`config.mk`:
```
export PLATFORM = sky130hd
export DESIGN_NAME = kbsic_ctrl
export DESIGN_NICKNAME = d
export VERILOG_FILES = /design/src/kbsic_pkg.sv /design/src/kbsic_ctrl.sv /design/src/kbsic_xlat.sv
export SDC_FILE = /design/constraint.sdc
export NUM_CORES = 1
export LEC_CHECK = 0
export ABC_CLOCK_PERIOD_IN_PS = 2700
export BUFFER_PORTS_ARGS = -buffer_cell sky130_fd_sc_hd__buf_2
export CAP_MARGIN = 20
export CELL_PAD_IN_SITES_DETAIL_PLACEMENT = 1
export CELL_PAD_IN_SITES_GLOBAL_PLACEMENT = 2
export CORE_MARGIN = 8
export CORE_UTILIZATION = 39
export CTS_CLUSTER_SIZE = 24
export DETAILED_ROUTE_END_ITERATION = 8
export GPL_ROUTABILITY_DRIVEN = 0
export PLACE_DENSITY_LB_ADDON = 0.25
export SLEW_MARGIN = 10
export SYNTH_ARGS = -nofsm -noshare
export SYNTH_HDL_FRONTEND = slang
export SYNTH_HIERARCHICAL = 1
export SYNTH_SLANG_ARGS = --single-unit
export TNS_END_PERCENT = 20
```
`constraint.sdc`:
```
create_clock -name clk_in -period 2.7 [get_ports clk_in]
set_input_delay 0.405 -clock clk_in [delete_from_list [all_inputs] [get_ports clk_in]]
set_output_delay 0.405 -clock clk_in [all_outputs]
set_load 0.02 [all_outputs]
```
`src/kbsic_pkg.sv`:
```
package kbsic_pkg;
  // link timing, in cycles of the 125 MHz clock
  localparam int unsigned CLK_MHZ         = 125;
  localparam int unsigned LINK_TIMEOUT_US = 2000;   // give up on a stalled frame
  localparam int unsigned LINK_TIMEOUT_CY = LINK_TIMEOUT_US * CLK_MHZ;
  localparam int unsigned INHIBIT_US      = 100;    // clock held low before a send
  localparam int unsigned INHIBIT_CY      = INHIBIT_US * CLK_MHZ;
  // frame layout: start, 8 data, parity, stop
  localparam int unsigned FRAME_BITS      = 11;
  localparam int unsigned BIT_CNT_W       = 4;
  localparam int unsigned TIMER_W         = 20;
  // value after reset, and the break prefix code
  localparam logic [7:0]  DATA_RST        = 8'h00;
  localparam logic [7:0]  BREAK_CODE      = 8'hF0;

  // controller states, one-hot
  typedef enum logic [4:0] {
    KBSIC_IDLE    = 5'b00001,
    KBSIC_RX      = 5'b00010,
    KBSIC_INHIBIT = 5'b00100,
    KBSIC_TX      = 5'b01000,
    KBSIC_WAITACK = 5'b10000
  } kbsic_state_t;
endpackage : kbsic_pkg

```
`src/kbsic_ctrl.sv`:
```
`timescale 1ns/1ns
`default_nettype none
module kbsic_ctrl
  import kbsic_pkg::*;
#(
  parameter int unsigned TIMEOUT_CY = LINK_TIMEOUT_CY,
  parameter int unsigned INHIBIT_C  = INHIBIT_CY
)(
  // clock and reset
  input  wire logic       clk_in,
  input  wire logic       rst_b_in,
  // host side
  input  wire logic       wr_in,          // pulse: byte to send
  input  wire logic [7:0] wr_data_in,
  input  wire logic       rd_in,          // pulse: output buffer read
  input  wire logic       irq_en_in,
  input  wire logic       xlat_en_in,
  output logic [7:0]      rd_data_out,
  output logic            obf_out,        // output buffer full
  output logic            ibf_out,        // send pending, held until the response byte or a failed send
  output logic            par_err_out,
  output logic            tmo_err_out,
  output logic            irq_out,
  // keyboard link, open drain
  input  wire logic       kclk_in,
  input  wire logic       kdat_in,
  output logic            kclk_oe_b_out,  // low: pull clock low
  output logic            kdat_oe_b_out   // low: pull data low
);
  typedef struct packed {
    kbsic_state_t         st;
    logic [2:0]           ck_sy;   // clock sync, then edge history
    logic [1:0]           dt_sy;   // data sync
    logic [BIT_CNT_W-1:0] bits;
    logic [9:0]           sh;      // receive or send shift
    logic [TIMER_W-1:0]   tmr;
    logic [7:0]           ob;      // output buffer
    logic                 obf;
    logic                 ibf;
    logic                 perr;
    logic                 terr;
    logic                 code_vld;
    logic [7:0]           code;
    logic                 ack_vld; // send acknowledged, response awaited
    logic                 kclk_lo;
    logic                 kdat_lo;
  } kbsic_st_t;

  kbsic_st_t s_q;
  kbsic_st_t s_d;

  logic       xl_vld;              // translated byte strobe
  logic [7:0] xl_byte;             // translated byte
  logic       fall;                // synced falling clock edge
  logic       dbit;                // synced data

  // scan code translator
  kbsic_xlat u_xlat (
    .clk_in       (clk_in),
    .rst_b_in     (rst_b_in),
    .code_vld_in  (s_q.code_vld),
    .code_in      (s_q.code),
    .xlat_en_in   (xlat_en_in),
    .byte_vld_out (xl_vld),
    .byte_out     (xl_byte)
  );

  // edge detect reads only the second and third stages
  assign fall = s_q.ck_sy[2] & ~s_q.ck_sy[1];
  assign dbit = s_q.dt_sy[1];

  // next state
  always_comb begin
    s_d          = s_q;
    s_d.ck_sy    = {s_q.ck_sy[1:0], kclk_in};
    s_d.dt_sy    = {s_q.dt_sy[0], kdat_in};
    s_d.code_vld = 1'b0;
    // host read empties the buffer; a fill in the same cycle wins below
    if (rd_in) begin
      s_d.obf  = 1'b0;
      s_d.perr = 1'b0;
      s_d.terr = 1'b0;
    end
    // host write accepted only when no send is outstanding
    if (wr_in && !s_q.ibf) begin
      s_d.ibf = 1'b1;
      s_d.sh  = {~^wr_data_in, wr_data_in, 1'b0};
    end
    unique case (s_q.st)
      KBSIC_IDLE: begin
        s_d.tmr = '0;
        // an acknowledged send only waits for its response; claiming again would resend
        if (s_q.ibf && !s_q.ack_vld && s_q.bits == '0) begin
          // pull clock low to claim the link
          s_d.st      = KBSIC_INHIBIT;
          s_d.kclk_lo = 1'b1;
        end else if (fall && !dbit) begin
          s_d.st   = KBSIC_RX;                          // start bit
          s_d.bits = BIT_CNT_W'(1);
        end
      end
      KBSIC_RX: begin
        s_d.tmr = s_q.tmr + 1'b1;
        if (fall) begin
          s_d.bits = s_q.bits + 1'b1;
          if (s_q.bits == BIT_CNT_W'(FRAME_BITS - 1)) begin
            // stop bit: data byte in sh[7:0], parity in sh[8]
            s_d.st   = KBSIC_IDLE;
            s_d.bits = '0;
            if (!dbit || (^s_q.sh[8:0]) != 1'b1) begin
              s_d.perr = 1'b1;
              s_d.ob   = 8'hFF;
              s_d.obf  = 1'b1;
            end else begin
              s_d.code_vld = 1'b1;
              s_d.code     = s_q.sh[7:0];
            end
          end else begin
            s_d.sh = {1'b0, dbit, s_q.sh[8:1]};         // lsb first
          end
        end else if (s_q.tmr == TIMER_W'(TIMEOUT_CY)) begin
          s_d.st   = KBSIC_IDLE;
          s_d.bits = '0;
          s_d.terr = 1'b1;
        end
      end
      KBSIC_INHIBIT: begin
        s_d.tmr = s_q.tmr + 1'b1;
        if (s_q.tmr == TIMER_W'(INHIBIT_C)) begin
          // data low is the start bit; clock released in the same cycle
          s_d.kdat_lo = 1'b1;
          s_d.kclk_lo = 1'b0;
          s_d.st      = KBSIC_TX;
          s_d.tmr     = '0;
          s_d.sh      = s_q.sh >> 1;
          s_d.bits    = '0;
        end
      end
      KBSIC_TX: begin
        s_d.tmr = s_q.tmr + 1'b1;
        if (fall) begin
          s_d.bits = s_q.bits + 1'b1;
          if (s_q.bits == BIT_CNT_W'(9)) begin
            s_d.kdat_lo = 1'b0;                         // stop bit released
            s_d.st      = KBSIC_WAITACK;
          end else begin
            s_d.kdat_lo = ~s_q.sh[0];
            s_d.sh      = s_q.sh >> 1;
          end
        end else if (s_q.tmr == TIMER_W'(TIMEOUT_CY)) begin
          s_d.st      = KBSIC_IDLE;
          s_d.kdat_lo = 1'b0;
          s_d.ibf     = 1'b0;
          s_d.bits    = '0;
          s_d.terr    = 1'b1;
        end
      end
      KBSIC_WAITACK: begin
        s_d.tmr = s_q.tmr + 1'b1;
        if (fall) begin
          // line acknowledge: keyboard holds data low on the last edge
          s_d.bits = '0;
          s_d.st   = KBSIC_IDLE;
          if (dbit) begin
            // no acknowledge: give up the send
            s_d.terr = 1'b1;
            s_d.ibf  = 1'b0;
          end else begin
            // acknowledged: hold the send open until the response
            s_d.ack_vld = 1'b1;
          end
        end else if (s_q.tmr == TIMER_W'(TIMEOUT_CY)) begin
          s_d.st   = KBSIC_IDLE;
          s_d.ibf  = 1'b0;
          s_d.bits = '0;
          s_d.terr = 1'b1;
        end
      end
      default: begin
        s_d.st = KBSIC_IDLE;
      end
    endcase
    // response byte after a send closes the pending send
    if (s_q.code_vld && s_q.ibf && s_q.ack_vld) begin
      s_d.ibf     = 1'b0;
      s_d.ack_vld = 1'b0;
    end
    // translated byte into the output buffer; set beats a same-cycle read
    if (xl_vld) begin
      s_d.ob  = xl_byte;
      s_d.obf = 1'b1;
    end
  end

  // state register
  always_ff @(posedge clk_in or negedge rst_b_in) begin
    if (!rst_b_in) begin
      s_q <= '{st: KBSIC_IDLE, ck_sy: 3'h7, dt_sy: 2'h3, bits: '0, sh: '0, tmr: '0,
               ob: DATA_RST, obf: 1'b0, ibf: 1'b0, perr: 1'b0, terr: 1'b0,
               code_vld: 1'b0, code: DATA_RST, ack_vld: 1'b0,
               kclk_lo: 1'b0, kdat_lo: 1'b0};
    end else begin
      s_q <= s_d;
    end
  end

  // outputs
  assign rd_data_out   = s_q.ob;
  assign obf_out       = s_q.obf;
  assign ibf_out       = s_q.ibf;
  assign par_err_out   = s_q.perr;
  assign tmo_err_out   = s_q.terr;
  assign irq_out       = s_q.obf & irq_en_in;
  assign kclk_oe_b_out = ~s_q.kclk_lo;
  assign kdat_oe_b_out = ~s_q.kdat_lo;
endmodule : kbsic_ctrl
`default_nettype wire

```
`src/kbsic_xlat.sv`:
```
`timescale 1ns/1ns
`default_nettype none
// scan code translation: set-2 style codes folded to set-1 style codes,
// break prefix merged into bit 7 of the following code
module kbsic_xlat
  import kbsic_pkg::*;
(
  // clock and reset
  input  wire logic       clk_in,
  input  wire logic       rst_b_in,
  // raw code in
  input  wire logic       code_vld_in,
  input  wire logic [7:0] code_in,
  input  wire logic       xlat_en_in,
  // translated byte out
  output logic            byte_vld_out,
  output logic [7:0]      byte_out
);
  typedef struct packed {
    logic       brk;   // break prefix seen
    logic       vld;   // output strobe
    logic [7:0] dat;   // output byte
  } kbsic_xst_t;

  kbsic_xst_t s_q;
  kbsic_xst_t s_d;

  // small lookup for common codes; others pass with their low seven bits
  function automatic logic [7:0] map(input logic [7:0] c);
    unique case (c)
      8'h76:   map = 8'h01;
      8'h16:   map = 8'h02;
      8'h1E:   map = 8'h03;
      8'h26:   map = 8'h04;
      8'h15:   map = 8'h10;
      8'h1D:   map = 8'h11;
      8'h1C:   map = 8'h1E;
      8'h1B:   map = 8'h1F;
      8'h5A:   map = 8'h1C;
      8'h29:   map = 8'h39;
      8'h66:   map = 8'h0E;
      8'h0D:   map = 8'h0F;
      default: map = {1'b0, c[6:0]};
    endcase
  endfunction : map

  // next state
  always_comb begin
    s_d     = s_q;
    s_d.vld = 1'b0;
    if (code_vld_in) begin
      if (!xlat_en_in) begin
        // translation off: raw byte through
        s_d.vld = 1'b1;
        s_d.dat = code_in;
      end else if (code_in == BREAK_CODE) begin
        // hold prefix until the code that follows
        s_d.brk = 1'b1;
      end else begin
        s_d.vld = 1'b1;
        s_d.dat = map(code_in) | {s_q.brk, 7'h00};
        s_d.brk = 1'b0;
      end
    end
  end

  // state register
  always_ff @(posedge clk_in or negedge rst_b_in) begin
    if (!rst_b_in) begin
      s_q <= '{brk: 1'b0, vld: 1'b0, dat: DATA_RST};
    end else begin
      s_q <= s_d;
    end
  end

  assign byte_vld_out = s_q.vld;
  assign byte_out     = s_q.dat;
endmodule : kbsic_xlat
`default_nettype wire

```
Word-level counts from Yosys, hierarchy flattened
Index checks and enable logic that the tools add are counted.
{ "word_totals": {"register_bits": 78, "latchBits": 0, "ram_bits": 0, "mem_bits_ro": 0, "in_bits": 16, "wordCells": 168, "memories": 0} }
{ "classes": {"add_sub_neg": 2, "n_mul": 0, "div": 0, "magnitude_cmp": 0, "n_eq_ne": 32, "n_shift": 0, "mux": 72, "n_bitwise": 9, "n_reduce_logical": 34} }
{ "op_table": {"columns": ["operator", "count"], "rows": [
  ["9-bit two-way mux", 12],
  ["7-bit one-hot mux with 12 select lines", 1],
  ["20-bit one-hot mux with 3 select lines", 1],
  ["10-bit two-way mux", 5],
  ["8-bit by 5-bit equality test with 1-bit output (second input constant)", 6],
  ["5-bit two-way mux", 9],
  ["34-bit two-way mux", 1],
  ["10-bit one-hot mux with 3 select lines", 1],
  ["4-bit two-way mux", 7],
  ["5-bit one-hot mux with 5 select lines", 1],
  ["8-bit by 7-bit equality test with 1-bit output (second input constant)", 3],
  ["1-bit two-way mux", 24],
  ["8-bit two-way mux", 3],
  ["20-bit by 1-bit adder with 20-bit output (second input constant)", 1],
  ["20-bit by 14-bit equality test with 1-bit output (second input constant)", 1],
  ["20-bit by 18-bit equality test with 1-bit output (second input constant)", 1],
  ["4-bit one-hot mux with 5 select lines", 1],
  ["8-bit by 6-bit equality test with 1-bit output (second input constant)", 2],
  ["4-bit AND reduction", 4],
  ["2-bit nonzero test", 8],
  ["3-bit inequality test (second input constant)", 4],
  ["2-bit inequality test (second input constant)", 5],
  ["3-bit AND reduction", 3],
  ["9-bit parity", 1],
  ["other kinds (25)", 44]
]} }

Logic depth before layout (Yosys ltp)
Gate-level depths: netlist of run 1.
{ "depth": {"ltp_word": 9, "mapped_depth": 8, "mapped_depth_nobuf": 7} }

By module
Netlist of run 1, hierarchy kept.
{ "modules_own_cells": {"columns": ["mod", "n_inst", "cells_per_inst", "area_each_um2", "seq_area_each_um2"], "rows": [
  ["kbsic_ctrl", 1, 383, 3739.8, 1709.1],
  ["kbsic_xlat", 1, 122, 1033.5, 250.2]
]} }

Least setup slack after synthesis of run 1
OpenSTA, ideal clock, no wires.
{ "synth_path": {"kind": "register -> register", "startpoint": "reg s_q[46] (netlist name)", "endpoint": "reg s_q[10] (netlist name)", "t_arrival_ps": 2101, "required_ps": 2575, "path_slack_ps": 474, "stages_incl_launch_ff": 7, "period_less_slack_ps": 2226, "cell_sequence": "dfrtp_1 xor2_1 xnor3_1 mux2_4 or4_4 buf_6 mux2_4"} }
{ "synth_via": {"elab_chain_cells": 5} }
{ "synth_rtl": {"columns": ["element", "line_no", "source"], "rows": [
  ["start, declared", "kbsic_ctrl.sv:49", "kbsic_st_t s_q;"],
  ["start signal, assigned", "kbsic_ctrl.sv:198", "s_q <= '{st: KBSIC_IDLE, ck_sy: 3'h7, dt_sy: 2'h3, bits: '0, sh: '0, tmr: '0,"],
  ["9-bit parity", "kbsic_ctrl.sv:110", "if (!dbit || (^s_q.sh[8:0]) != 1'b1) begin"],
  ["1-bit NOT", "kbsic_ctrl.sv:110", null],
  ["1-bit logical OR", "kbsic_ctrl.sv:110", null],
  ["1-bit NOT (no line)", null, null],
  ["4-bit AND reduction (no line)", null, null]
]} }
No other way between the ends.
A chain may end at the register's enable or synchronous reset.

Worst setup path after layout of run 1
{ "layout_path": {"startpoint": "reg s_q[39] (netlist name)", "endpoint": "reg s_q[64] (netlist name)"} }
{ "layout_via": {"elab_chain_cells": 4} }
{ "layout_rtl": {"columns": ["element", "line_no"], "rows": [
  ["20-bit by 18-bit equality test with 1-bit output", "kbsic_ctrl.sv:121, kbsic_ctrl.sv:150, kbsic_ctrl.sv:172"],
  ["5-bit two-way mux", null],
  ["5-bit two-way mux, on equally long branches", null],
  ["5-bit one-hot mux with 5 select lines", null]
]} }
Parallel ways exist; a longest one is shown, timed or not.

==> results of run 1 <==
[layout make-up]
cell class | count | share of cell area (%)
clock buffers | 11 | 4.57
clock inverters | 5 | 0.659
inverters | 19 | 1.39
multi-input cells | 375 | 47.8
flip-flops and latches | 78 | 36.9
well taps | 147 | 3.46
repair buffers | 44 | 5.27
[flip-flops by register name (all words and copies together), names as in the netlist]
name	cells
s_d	3
u_xlat/byte_out	8
tmo_err_out	1
ibf_out	1
obf_out	1
rd_data_out	8
dbit	1
s_q	52
u_xlat/s_q	1
u_xlat/byte_vld_out	1
par_err_out	1
[metrics by stage]
stage                     worst slack [ns]    TNS, ns  cells  hold slack (ns)
after floorplan                      0.474          0    505            0.109
final                                0.189          0    679            0.152
after detailed placement             0.259          0    661            0.348
after global placement               0.234          0    661            0.346
after global routing             -0.000343  -0.000343    679            0.136
after CTS                            0.233          0    677            0.136
[metal layers]
metal / GRT usage [%] / vias up
li1: - / 1891
met1: 23.4 / 2022
met2: 26.1 / 77
met3: 3.73 / 11
met4: 5.87 / 0
met5: 0 / -
[cell usage after synthesis, drive strengths merged (3+ instances only)]
master | instances | area, um^2
o31ai | 7 | 52.6
and4b | 4 | 40.0
o311ai | 6 | 52.6
dfrtp | 72 | 1800
o22ai | 6 | 37.5
or3 | 13 | 81.3
nand2b | 10 | 62.6
nand3 | 14 | 70.1
clkbuf | 9 | 33.8
a2111oi | 4 | 41.3
inv | 19 | 73.8
xor2 | 6 | 52.6
a21oi | 39 | 210
o21a | 4 | 30.0
dfstp | 6 | 158
o211ai | 3 | 22.5
buf | 24 | 168
nor4 | 7 | 56.3
nand4 | 8 | 50.1
or4 | 6 | 48.8
nor3 | 8 | 40.0
xnor2 | 10 | 87.6
and3b | 3 | 26.3
nor4b | 4 | 50.1
or2 | 4 | 25.0
o21ai | 31 | 166
mux2 | 9 | 135
ha | 6 | 75.1
nor2b | 11 | 68.8
a31oi | 5 | 31.3
nor3b | 5 | 53.8
nand2 | 56 | 213
a22oi | 3 | 22.5
nand3b | 5 | 37.5
nor2 | 28 | 105
mux2i | 15 | 150
[what timing repair did]
item,in CTS,in global routing
hold endpoints to repair,0,13
resized for setup,0,2
hold buffers,0,1
setup endpoints to repair,0,2
[logic make-up after synthesis]
group | after synthesis | synth area share (%)
adders and majority gates | 6 | 1.57
xor gates and xnor gates | 18 | 3.88
DFF | 78 | 41.0
AOI/OAI and AO/OA | 132 | 18.7
buffers and inverters | 52 | 5.77
muxes | 24 | 5.98
and+or+nand+nor | 195 | 23.1
[report_power, final]
group | switching, mW | total [mW] | leakage (nW) | internal, mW
registers | 0.159 | 1.46 | 1.04 | 1.30
clock network | 0.502 | 1.15 | 0.135 | 0.648
logic | 0.730 | 1.27 | 1.10 | 0.539
total | 1.39 | 3.88 | 2.28 | 2.49
[worst min path at each step]
| stage | endpoint | cells past startpoint | startpoint |
|---|---|---|---|
| 6_report | s_d[61] | 1 | kclk_in |
| 3_5_place_dp | s_d[62] | 0 | s_d[61] |
| 2_1_floorplan | ibf_out | 0 | rst_b_in |
| 5_1_grt | s_d[61] | 1 | kclk_in |
| 3_3_place_gp | dbit | 0 | s_d[59] |
| 4_1_cts | s_d[59] | 1 | kdat_in |
==> impl_results.md, run 1 <==
- First-pass GRT wire length: 22.0 mm
- Reg area: around 2000 um^2
- Area after DPL: 5000 um^2
- # port buffers: 30
- WL per Instance: approximately 19 um
- Synth warnings: 6
- Utilization after layout: 44.4%
- Detail Route met3 WL: 538 um
- Largest net degree at the start of global routing: 79
- Crit-path leading delay family: compound AO/OA/AOI/OAI gates
- CP endpoint: s_q[64]
- Max Freq: 398 MHz
- Tcrit/Tclk final: 93.0%
- Worst Skew: roughly 0.0059 ns
- Iter 0 DRT Violations: around 260
- #FFs+latches synth: 78
- Seq/Total Area, Yosys: 41.0%
- Relative slew slack: 33.6%
- Slowest cell delay on critical path: roughly 0.64 ns
- Uppermost routed layer: met4
- CP endpoint kind: register
- Maxcap violations: 0
- # IOs: 31
- Slew @ Worst Pin: 0.984 ns
- Tmin final: 2.51 ns
- Synth Net Count: 527
- Maximum fanout along the worst path: 7
- Leakage power: 2.28 nW
- Core area: 12000 um^2
- Critical path depth: 5
- Via density: 5.89
- Post-Route WL: 13.0 mm
- Prevailing post-synth register cell: dfrtp_1
- Via count: 4001
- Starting Density: 39.9%
- Critical path arrival: 2.70 ns
- Max-slew violations: 0
- Worst reg-to-reg path cell count: 5
- M1 wire length: 6.33 mm
- # fillers: 1379
- CTS tree: done
- Fin. Hold Viols: 0
- Die width: 127 um
- Most frequent cells in the layout: dfrtp_1, nand2_1, a21oi_1
- Share of cells above drive strength 1: 17.3%
- Clk_lat worst skew: 0.35 ns
- Reg clk slew, reported paths: roughly 0.06 ns
- Number of global-route vias before repair: 4057
- Reg2Reg Setup Slack: 0.19 ns
- Peak VDD IR: 314 uV
- Capturing point of the worst reg2reg path: s_q[64]
- Worst path bufs/invs: 0
- Number of routed nets with antenna violations: 0
- Run status: complete, no violations
- DR DRC count: 0
- Crit path kind: register to register
- Routed wire length on met2: 5.97 mm
- Worst setup path start: s_q[39]
- Clk buf depth: 2
- Final total power: just under 4 mW
- Final setup viols: 0
- Required time of the critical path: 2.89 ns
- Die Span Y: between 100 and 150 um
- GRT overflow: 0
- Ant. Diodes: 0
- Area taken by multi-input logic gates: 2540 um^2
- Worst hold path type: input port to register
- Post-synthesis async set-or-reset flop share: 100%
- Power Density: 730 nW/um^2
- Netlist cell types: 78
- Global Route Usage Sum: 17.1%
- Worst path cell trace: nand3_1 -> nor4_1 -> a21oi_1 -> a2111oi_0 -> o32ai_1
- Layout Area Growth over Synthesis: 11.3%
- CTS Buf Count: 9
- Post-CTS setup repair buffer count: 0
- Commonest non-fill, non-tap cell in the layout: dfrtp_1
- Worst R2R Start: s_q[39]
- Post-DP HPWL: 9.55 mm
- Critical Path Start Type: register
- Clock sinks: 78
- Cell count after synthesis: about 510
- Post-route cell area: 5320 um^2
- Slowest CP cell: a2111oi_0
- Mean Syn Cell Area: 9.45 um^2
- Root Buffer: clkbuf_16
- Initial antenna violation count: 0
- Unrepaired setup endpoints after global routing: yes
- Final nets: 549
- Mapped cell area: 4770 um^2
- Post-synth EDFFs: 0
- Num rows: 40
- Die area: around 16000 um^2
- Detailed Routing Iterations Pass 1: 5
- H-Tree Depth: 3
Power figures use the tool's default switching activity.
==> run 2: changes to the inputs <==
--- a/config.mk
+++ b/config.mk
@@ -5,12 +5,12 @@
 export SDC_FILE = /design/constraint.sdc
 export NUM_CORES = 1
 export LEC_CHECK = 0
-export ABC_CLOCK_PERIOD_IN_PS = 2700
+export ABC_CLOCK_PERIOD_IN_PS = 2750
 export BUFFER_PORTS_ARGS = -buffer_cell sky130_fd_sc_hd__buf_2
 export CAP_MARGIN = 20
 export CELL_PAD_IN_SITES_DETAIL_PLACEMENT = 1
 export CELL_PAD_IN_SITES_GLOBAL_PLACEMENT = 2
-export CORE_MARGIN = 8
+export CORE_MARGIN = 5
 export CORE_UTILIZATION = 39
 export CTS_CLUSTER_SIZE = 24
 export DETAILED_ROUTE_END_ITERATION = 8
==> constraint.sdc (replaced) <==
create_clock -name clk_in -period 2.75 [get_ports clk_in]
set_input_delay 0.4125 -clock clk_in [delete_from_list [all_inputs] [get_ports clk_in]]
set_output_delay 0.4125 -clock clk_in [all_outputs]
set_load 0.02 [all_outputs]
==> run 2 against run 1 <==
Count of clock-buffer cells in the layout fell by 1. Sequential cell count did not move. Total power fell by 0.17%. Core utilization rose by 0.21 points. Maximum frequency rose by 1.0%. First-iteration DRC count fell by 32%. Cell area rose by 0.89%. Critical path depth rose by 3. Non-clock buffer count rose by 2. Hold slack improved by 0.018 ns. Largest cell class unchanged. Highest routed layer unchanged.
==> impl_results.md, run 2 (synthesized netlist as in run 1, its figures left out) <==
- Final total power: 3.88 mW (-0.17%)
- Die Span Y: 121 um (-4.7%)
- Critical path arrival: 2.76 ns (+0.06 ns)
- Most frequent cells in the layout: dfrtp_1, nand2_1, a21oi_1
- Number of routed nets with antenna violations: 0 (unchanged)
- Utilization after layout: 44.6% (+0.21 points)
- GRT overflow: 0 (unchanged)
- Max Freq: 402 MHz (+1.0%)
- Iter 0 DRT Violations: 175 (-32%)
- CTS Buf Count: 9 (unchanged)
- Root Buffer: clkbuf_16
- Final setup viols: 0 (unchanged)
- # port buffers: 30 (unchanged)
- Slew @ Worst Pin: 0.997 ns (+0.0133 ns)
- Via count: 3955 (-1.1%)
- Post-Route WL: 12.5 mm (-4.1%)
- Tmin final: 2.48 ns (-0.0258 ns)
- Peak VDD IR: 342 uV (+8.9%)
- Unrepaired setup endpoints after global routing: no
- Hold Crit Depth: 1 (unchanged)
- Leakage power: 2.29 nW (+0.76%)
- Die width: 121 um (-4.7%)
- Num rows: 40 (unchanged)
- Maxcap violations: 0 (unchanged)
- Worst Skew: 0.00923 ns (+0.00336 ns)
- Relative slew slack: 32.7% (-0.90 points)
- Number of global-route vias before repair: 4107 (+1.2%)
- # IOs: 31 (unchanged)
- Power Density: 723 nW/um^2 (-1.1%)
- H-Tree Depth: 3 (unchanged)
- Share of cells above drive strength 1: 17.8% (+0.50 points)
- First-pass GRT wire length: 21.2 mm (-3.5%)
- Ant. Diodes: 0 (unchanged)
- Global Route Usage Sum: 18.1% (+0.98 points)
- Layout Area Growth over Synthesis: 12.3%
- DR DRC count: 0 (unchanged)
- Initial antenna violation count: 0 (unchanged)
- Setup tns final: 0 ns (unchanged)
- Via density: 5.81 (-1.4%)
- Max reg flops: 52 (unchanged)
- Max-slew violations: 0 (unchanged)
- Worst hold path type: input port to register
- Worst reg-to-reg path cell count: 8 (+3)
- Tcrit/Tclk final: 90.4% (-2.6 points)
- Required time of the critical path: 3.03 ns (+0.14 ns)
- Die area: 14600 um^2 (-9.3%)
- Final nets: 551 (+0.36%)
- CP endpoint kind: register
- Clock sinks: 78 (unchanged)
- Fin. Hold Viols: 0 (unchanged)
- Post-DP HPWL: 9.29 mm (-2.7%)
- Critical Path Start Type: register
- Detailed Routing Iterations Pass 1: 4 (-1)
- Clk_lat worst skew: 0.34 ns (about the same)
- # fillers: 1381 (+0.15%)
- Starting Density: 39.7% (-0.17 points)
- WL per Instance: 18.3 um (-4.4%)
- Largest register by flop count: s_q
- Core area: 12000 um^2 (+0.42%)
- CTS tree: done
- Clk buf depth: 2 (unchanged)
- Maximum fanout along the worst path: 8 (+1)
- Largest net degree at the start of global routing: 79 (unchanged)
- Reg clk slew, reported paths: 0.06 ns (about the same)
- Run status: complete, no violations
- Crit path kind: register to register
- Commonest non-fill, non-tap cell in the layout: dfrtp_1
## run 2: cell types whose count changed in the layout (fill, tap and decap cells not counted)
| cell | previous run | this run |
|---|---|---|
| clkinvlp_4 | 1 | 2 |
| o311ai_0 | 5 | 6 |
| clkinv_4 | 2 | 3 |
| o311ai_1 | 1 | 0 |
| bufinv_16 | 0 | 1 |
| clkbuf_1 | 1 | 0 |
| clkinv_2 | 2 | 0 |
| buf_4 | 13 | 15 |
## run 2: area by class of cell
class	instances	area, um^2	share of cell area [%]
inverter	19	73.8	1.38
tap	147	184	3.43
clock buffer	10	239	4.46
clock inverter	6	71.3	1.33
sequential	78	1960	36.5
multi-input combinational	375	2540	47.4
timing repair buffer	46	295	5.51
## run 2: worst paths after layout
path                           from             end  slack [ns]
max                         s_q[24]         s_q[63]        0.27
min                         kdat_in         s_d[59]        0.17
min in group asynchronous  rst_b_in         s_q[54]        0.48
min reg2reg                 s_d[59]            dbit        0.36
max reg2reg                 s_q[24]         s_q[63]        0.27
max in group asynchronous  rst_b_in  rd_data_out[5]        1.67
## run 2: power by group
| part | internal (mW) | switching (mW) |
|---|---|---|
| Sequential | 1.28 | 0.157 |
| Combinational | 0.519 | 0.702 |
| Clock | 0.732 | 0.485 |
## run 2: critical path, cell delays in order, from the launching register on
cell and delay (ns):
dfrtp_1 0.41, inv_1 0.09, ha_1 0.14, nor4bb_1 0.30
and4_1 0.32, a31oi_1 0.26, buf_4 0.27, a2111oi_0 0.40
o32a_1 0.24
## run 2: timing repair
action                                  CTS  global route
hold endpoints to repair                  0            11
endpoints found under the setup margin    0             1
resized for setup                         0             1
hold buffers                              0             1
setup buffers                             0             0
## run 2: metrics by stage
step	cells	setup slack (ns)	area, um^2	hold WS, ns
floorplan	505	0.524	4770	0.117
global placement	663	0.349	5010	0.346
detailed placement	663	0.281	5010	0.347
CTS	679	0.262	5320	0.154
global route	681	0.108	5360	0.163
finish	681	0.265	5360	0.170
## run 2: metal layers
metal  wire (um)  share of wire (%)  GRT usage, %
met1        5930                 47          24.5
met4         255                2.0          6.87
met2        5980                 48          29.3
met5           0                  0             0
met3         325                2.6          2.76
==> run 3: changes to the inputs <==
--- a/config.mk
+++ b/config.mk
@@ -9,9 +9,9 @@
 export BUFFER_PORTS_ARGS = -buffer_cell sky130_fd_sc_hd__buf_2
 export CAP_MARGIN = 20
 export CELL_PAD_IN_SITES_DETAIL_PLACEMENT = 1
-export CELL_PAD_IN_SITES_GLOBAL_PLACEMENT = 2
+export CELL_PAD_IN_SITES_GLOBAL_PLACEMENT = 1
 export CORE_MARGIN = 5
-export CORE_UTILIZATION = 39
+export CORE_UTILIZATION = 48
 export CTS_CLUSTER_SIZE = 24
 export DETAILED_ROUTE_END_ITERATION = 8
 export GPL_ROUTABILITY_DRIVEN = 0
==> run 3 against run 2 <==
Total power is 6.6% lower. Critical path type unchanged. First-iteration DRC count is 13% lower. Highest routed layer unchanged. Sequential cell count stayed put. Register-to-register slack worse by 0.13 ns. Non-clock buffer count is 6 lower. Clock power is 21% lower.
==> impl_results.md, run 3 (synthesized netlist as in run 1, its figures left out) <==
- Run status: complete, no violations
- Crit path kind: register to register
- CP endpoint kind: register
- Via density: 6.04 (+4.0%)
- Capturing point of the worst reg2reg path: s_q[64]
- Clock sinks: 78 (unchanged)
- Worst Skew: 0.00858 ns (-0.000652 ns)
- Peak VDD IR: 360 uV (+5.4%)
- Post-route cell area: 5200 um^2 (-3.0%)
- Worst path bufs/invs: 1 (-1)
- Global Route Usage Sum: 21.9% (+3.8 points)
- Critical path arrival: 2.81 ns (+0.05 ns)
- Relative slew slack: 31.3% (-1.4 points)
- Num rows: 36 (-10%)
- Slowest cell delay on critical path: 0.63 ns (+0.22 ns)
- Final setup viols: 0 (unchanged)
- Root Buffer: clkbuf_8
- Worst hold path type: input port to register
- Fin. Hold Viols: 0 (unchanged)
- WL per Instance: 18.6 um (+1.3%)
- Pre-CTS setup slack: 0.261 ns (-0.0201 ns)
- Layout Area Growth over Synthesis: 9.02%
- Worst reg-to-reg path cell count: 7 (-1)
- Clk buf depth: 2 (unchanged)
- Maximum fanout along the worst path: 10 (+2)
- Utilization after layout: 53.5% (+8.8 points)
- Maxcap violations: 0 (unchanged)
- Final nets: 545 (-1.1%)
- Core area: 9730 um^2 (-19%)
- Max reg flops: 52 (unchanged)
- Clk_lat worst skew: 0.36 ns (+0.02 ns)
- Number of global-route vias before repair: 4269 (+3.9%)
- Post-Route WL: 12.3 mm (-1.7%)
- CP endpoint: s_q[64]
- Die area: 12000 um^2 (-17%)
- Final total power: 3.62 mW (-6.6%)
- CTS Buf Count: 9 (unchanged)
- Post-CTS sizing: 0 (unchanged)
- DR DRC count: 0 (unchanged)
- Cell count after placement: 643 (-3.0%)
- Number of routed nets with antenna violations: 0 (unchanged)
- Hold Crit Depth: 1 (unchanged)
- Post-DP HPWL: 8.94 mm (-3.8%)
- Initial antenna violation count: 0 (unchanged)
- Required time of the critical path: 2.95 ns (-0.08 ns)
- Tmin final: 2.61 ns (+0.127 ns)
- Max-slew violations: 0 (unchanged)
- Via count: 3991 (+0.91%)
- Die Span Y: 110 um (-9.0%)
- Worst path cell trace: inv_1 -> ha_1 -> nor4bb_1 -> and4_1 -> a31oi_1 -> a2111oi_0 -> o32ai_1
- H-Tree Depth: 3 (unchanged)
- # port buffers: 30 (unchanged)
- Area after DPL: 4950 um^2 (-1.2%)
- Reg clk slew, reported paths: 0.08 ns (+0.02 ns)
- Leakage power: 2.23 nW (-2.9%)
- Tcrit/Tclk final: 95.0% (+4.6 points)
- Slew @ Worst Pin: 1.02 ns (+0.0212 ns)
- Most frequent cells in the layout: dfrtp_1, nand2_1, a21oi_1
- Share of cells above drive strength 1: 16.5% (-1.3 points)
- Crit-path leading delay family: compound AO/OA/AOI/OAI gates
- Commonest non-fill, non-tap cell in the layout: dfrtp_1
- Detailed Routing Iterations Pass 1: 4 (unchanged)
- Slowest CP cell: a2111oi_0
- Reg area: 1960 um^2 (unchanged)
- # IOs: 31 (unchanged)
- Critical Path Start Type: register
- Largest register by flop count: s_q
- Iter 0 DRT Violations: 152 (-13%)
- GRT overflow: 0 (unchanged)
- Starting Density: 49.1% (+9.3 points)
- Die width: 110 um (-9.0%)
- Unrepaired setup endpoints after global routing: no
- Fin Hold WS: 0.147 ns (-0.0230 ns)
- Largest net degree at the start of global routing: 79 (unchanged)
- Worst setup margin: 0.138 ns (-0.127 ns)
- Setup tns final: 0 ns (unchanged)
- # fillers: 1163 (-16%)
- Ant. Diodes: 0 (unchanged)
- Fin cells: 661 (-2.9%)
- Area taken by multi-input logic gates: 2540 um^2 (about the same)
- CTS tree: done
- Reg2Reg Setup Slack: 0.14 ns (-0.13 ns)
- First-pass GRT wire length: 20.9 mm (-1.5%)
- Worst setup path start: s_q[24]
- Worst R2R Start: s_q[24]
- Critical path depth: 7 (-1)
- Max Freq: 383 MHz (-4.9%)
- Power Density: 696 nW/um^2 (-3.7%)
[run 3: cell types whose count changed in the layout (fill, tap and decap cells not counted), sizes merged]
cell,previous run,this run
bufinv,1,2
clkinv,3,2
clkbuf,10,12
buf,45,39
clkinvlp,2,0
[run 3: cell type report]
type                            instances  share of cell area (%)
Multi-Input combinational cell        375                    48.8
Sequential cell                        78                    37.7
Timing Repair Buffer                   40                    4.81
Tap cell                              133                    3.20
Clock buffer                           12                    2.79
Inverter                               19                    1.42
Clock inverter                          4                    1.35
[run 3: where the power goes]
group          total, mW  internal [mW]  leakage (nW)  switching, mW
Clock              0.959          0.534         0.110          0.425
Sequential          1.43           1.28          1.04          0.155
Combinational       1.23          0.508          1.08          0.718
[run 3: how the worst min path moves through the flow]
stage	from	endpoint	slack [ns]
finish	kdat_in	s_d[59]	0.15
global route	kclk_in	s_d[61]	0.13
CTS	kclk_in	s_d[61]	0.13
detailed placement	s_d[61]	s_d[62]	0.35
global placement	s_d[59]	dbit	0.35
floorplan	rst_b_in	ibf_out	0.12
[run 3: what timing repair did]
item | CTS | global route
hold endpoints to repair | 0 | 19
hold buffers | 0 | 1
setup buffers | 0 | 0
endpoints found under the setup margin | 0 | 0
[run 3: per-layer routing]
metal	track usage (%)	vias up	wire (um)
met4	7.84	0	218
li1	-	1883	-
met3	3.41	22	463
met5	0	-	0
met1	29.1	1995	5760
met2	36.4	91	5830
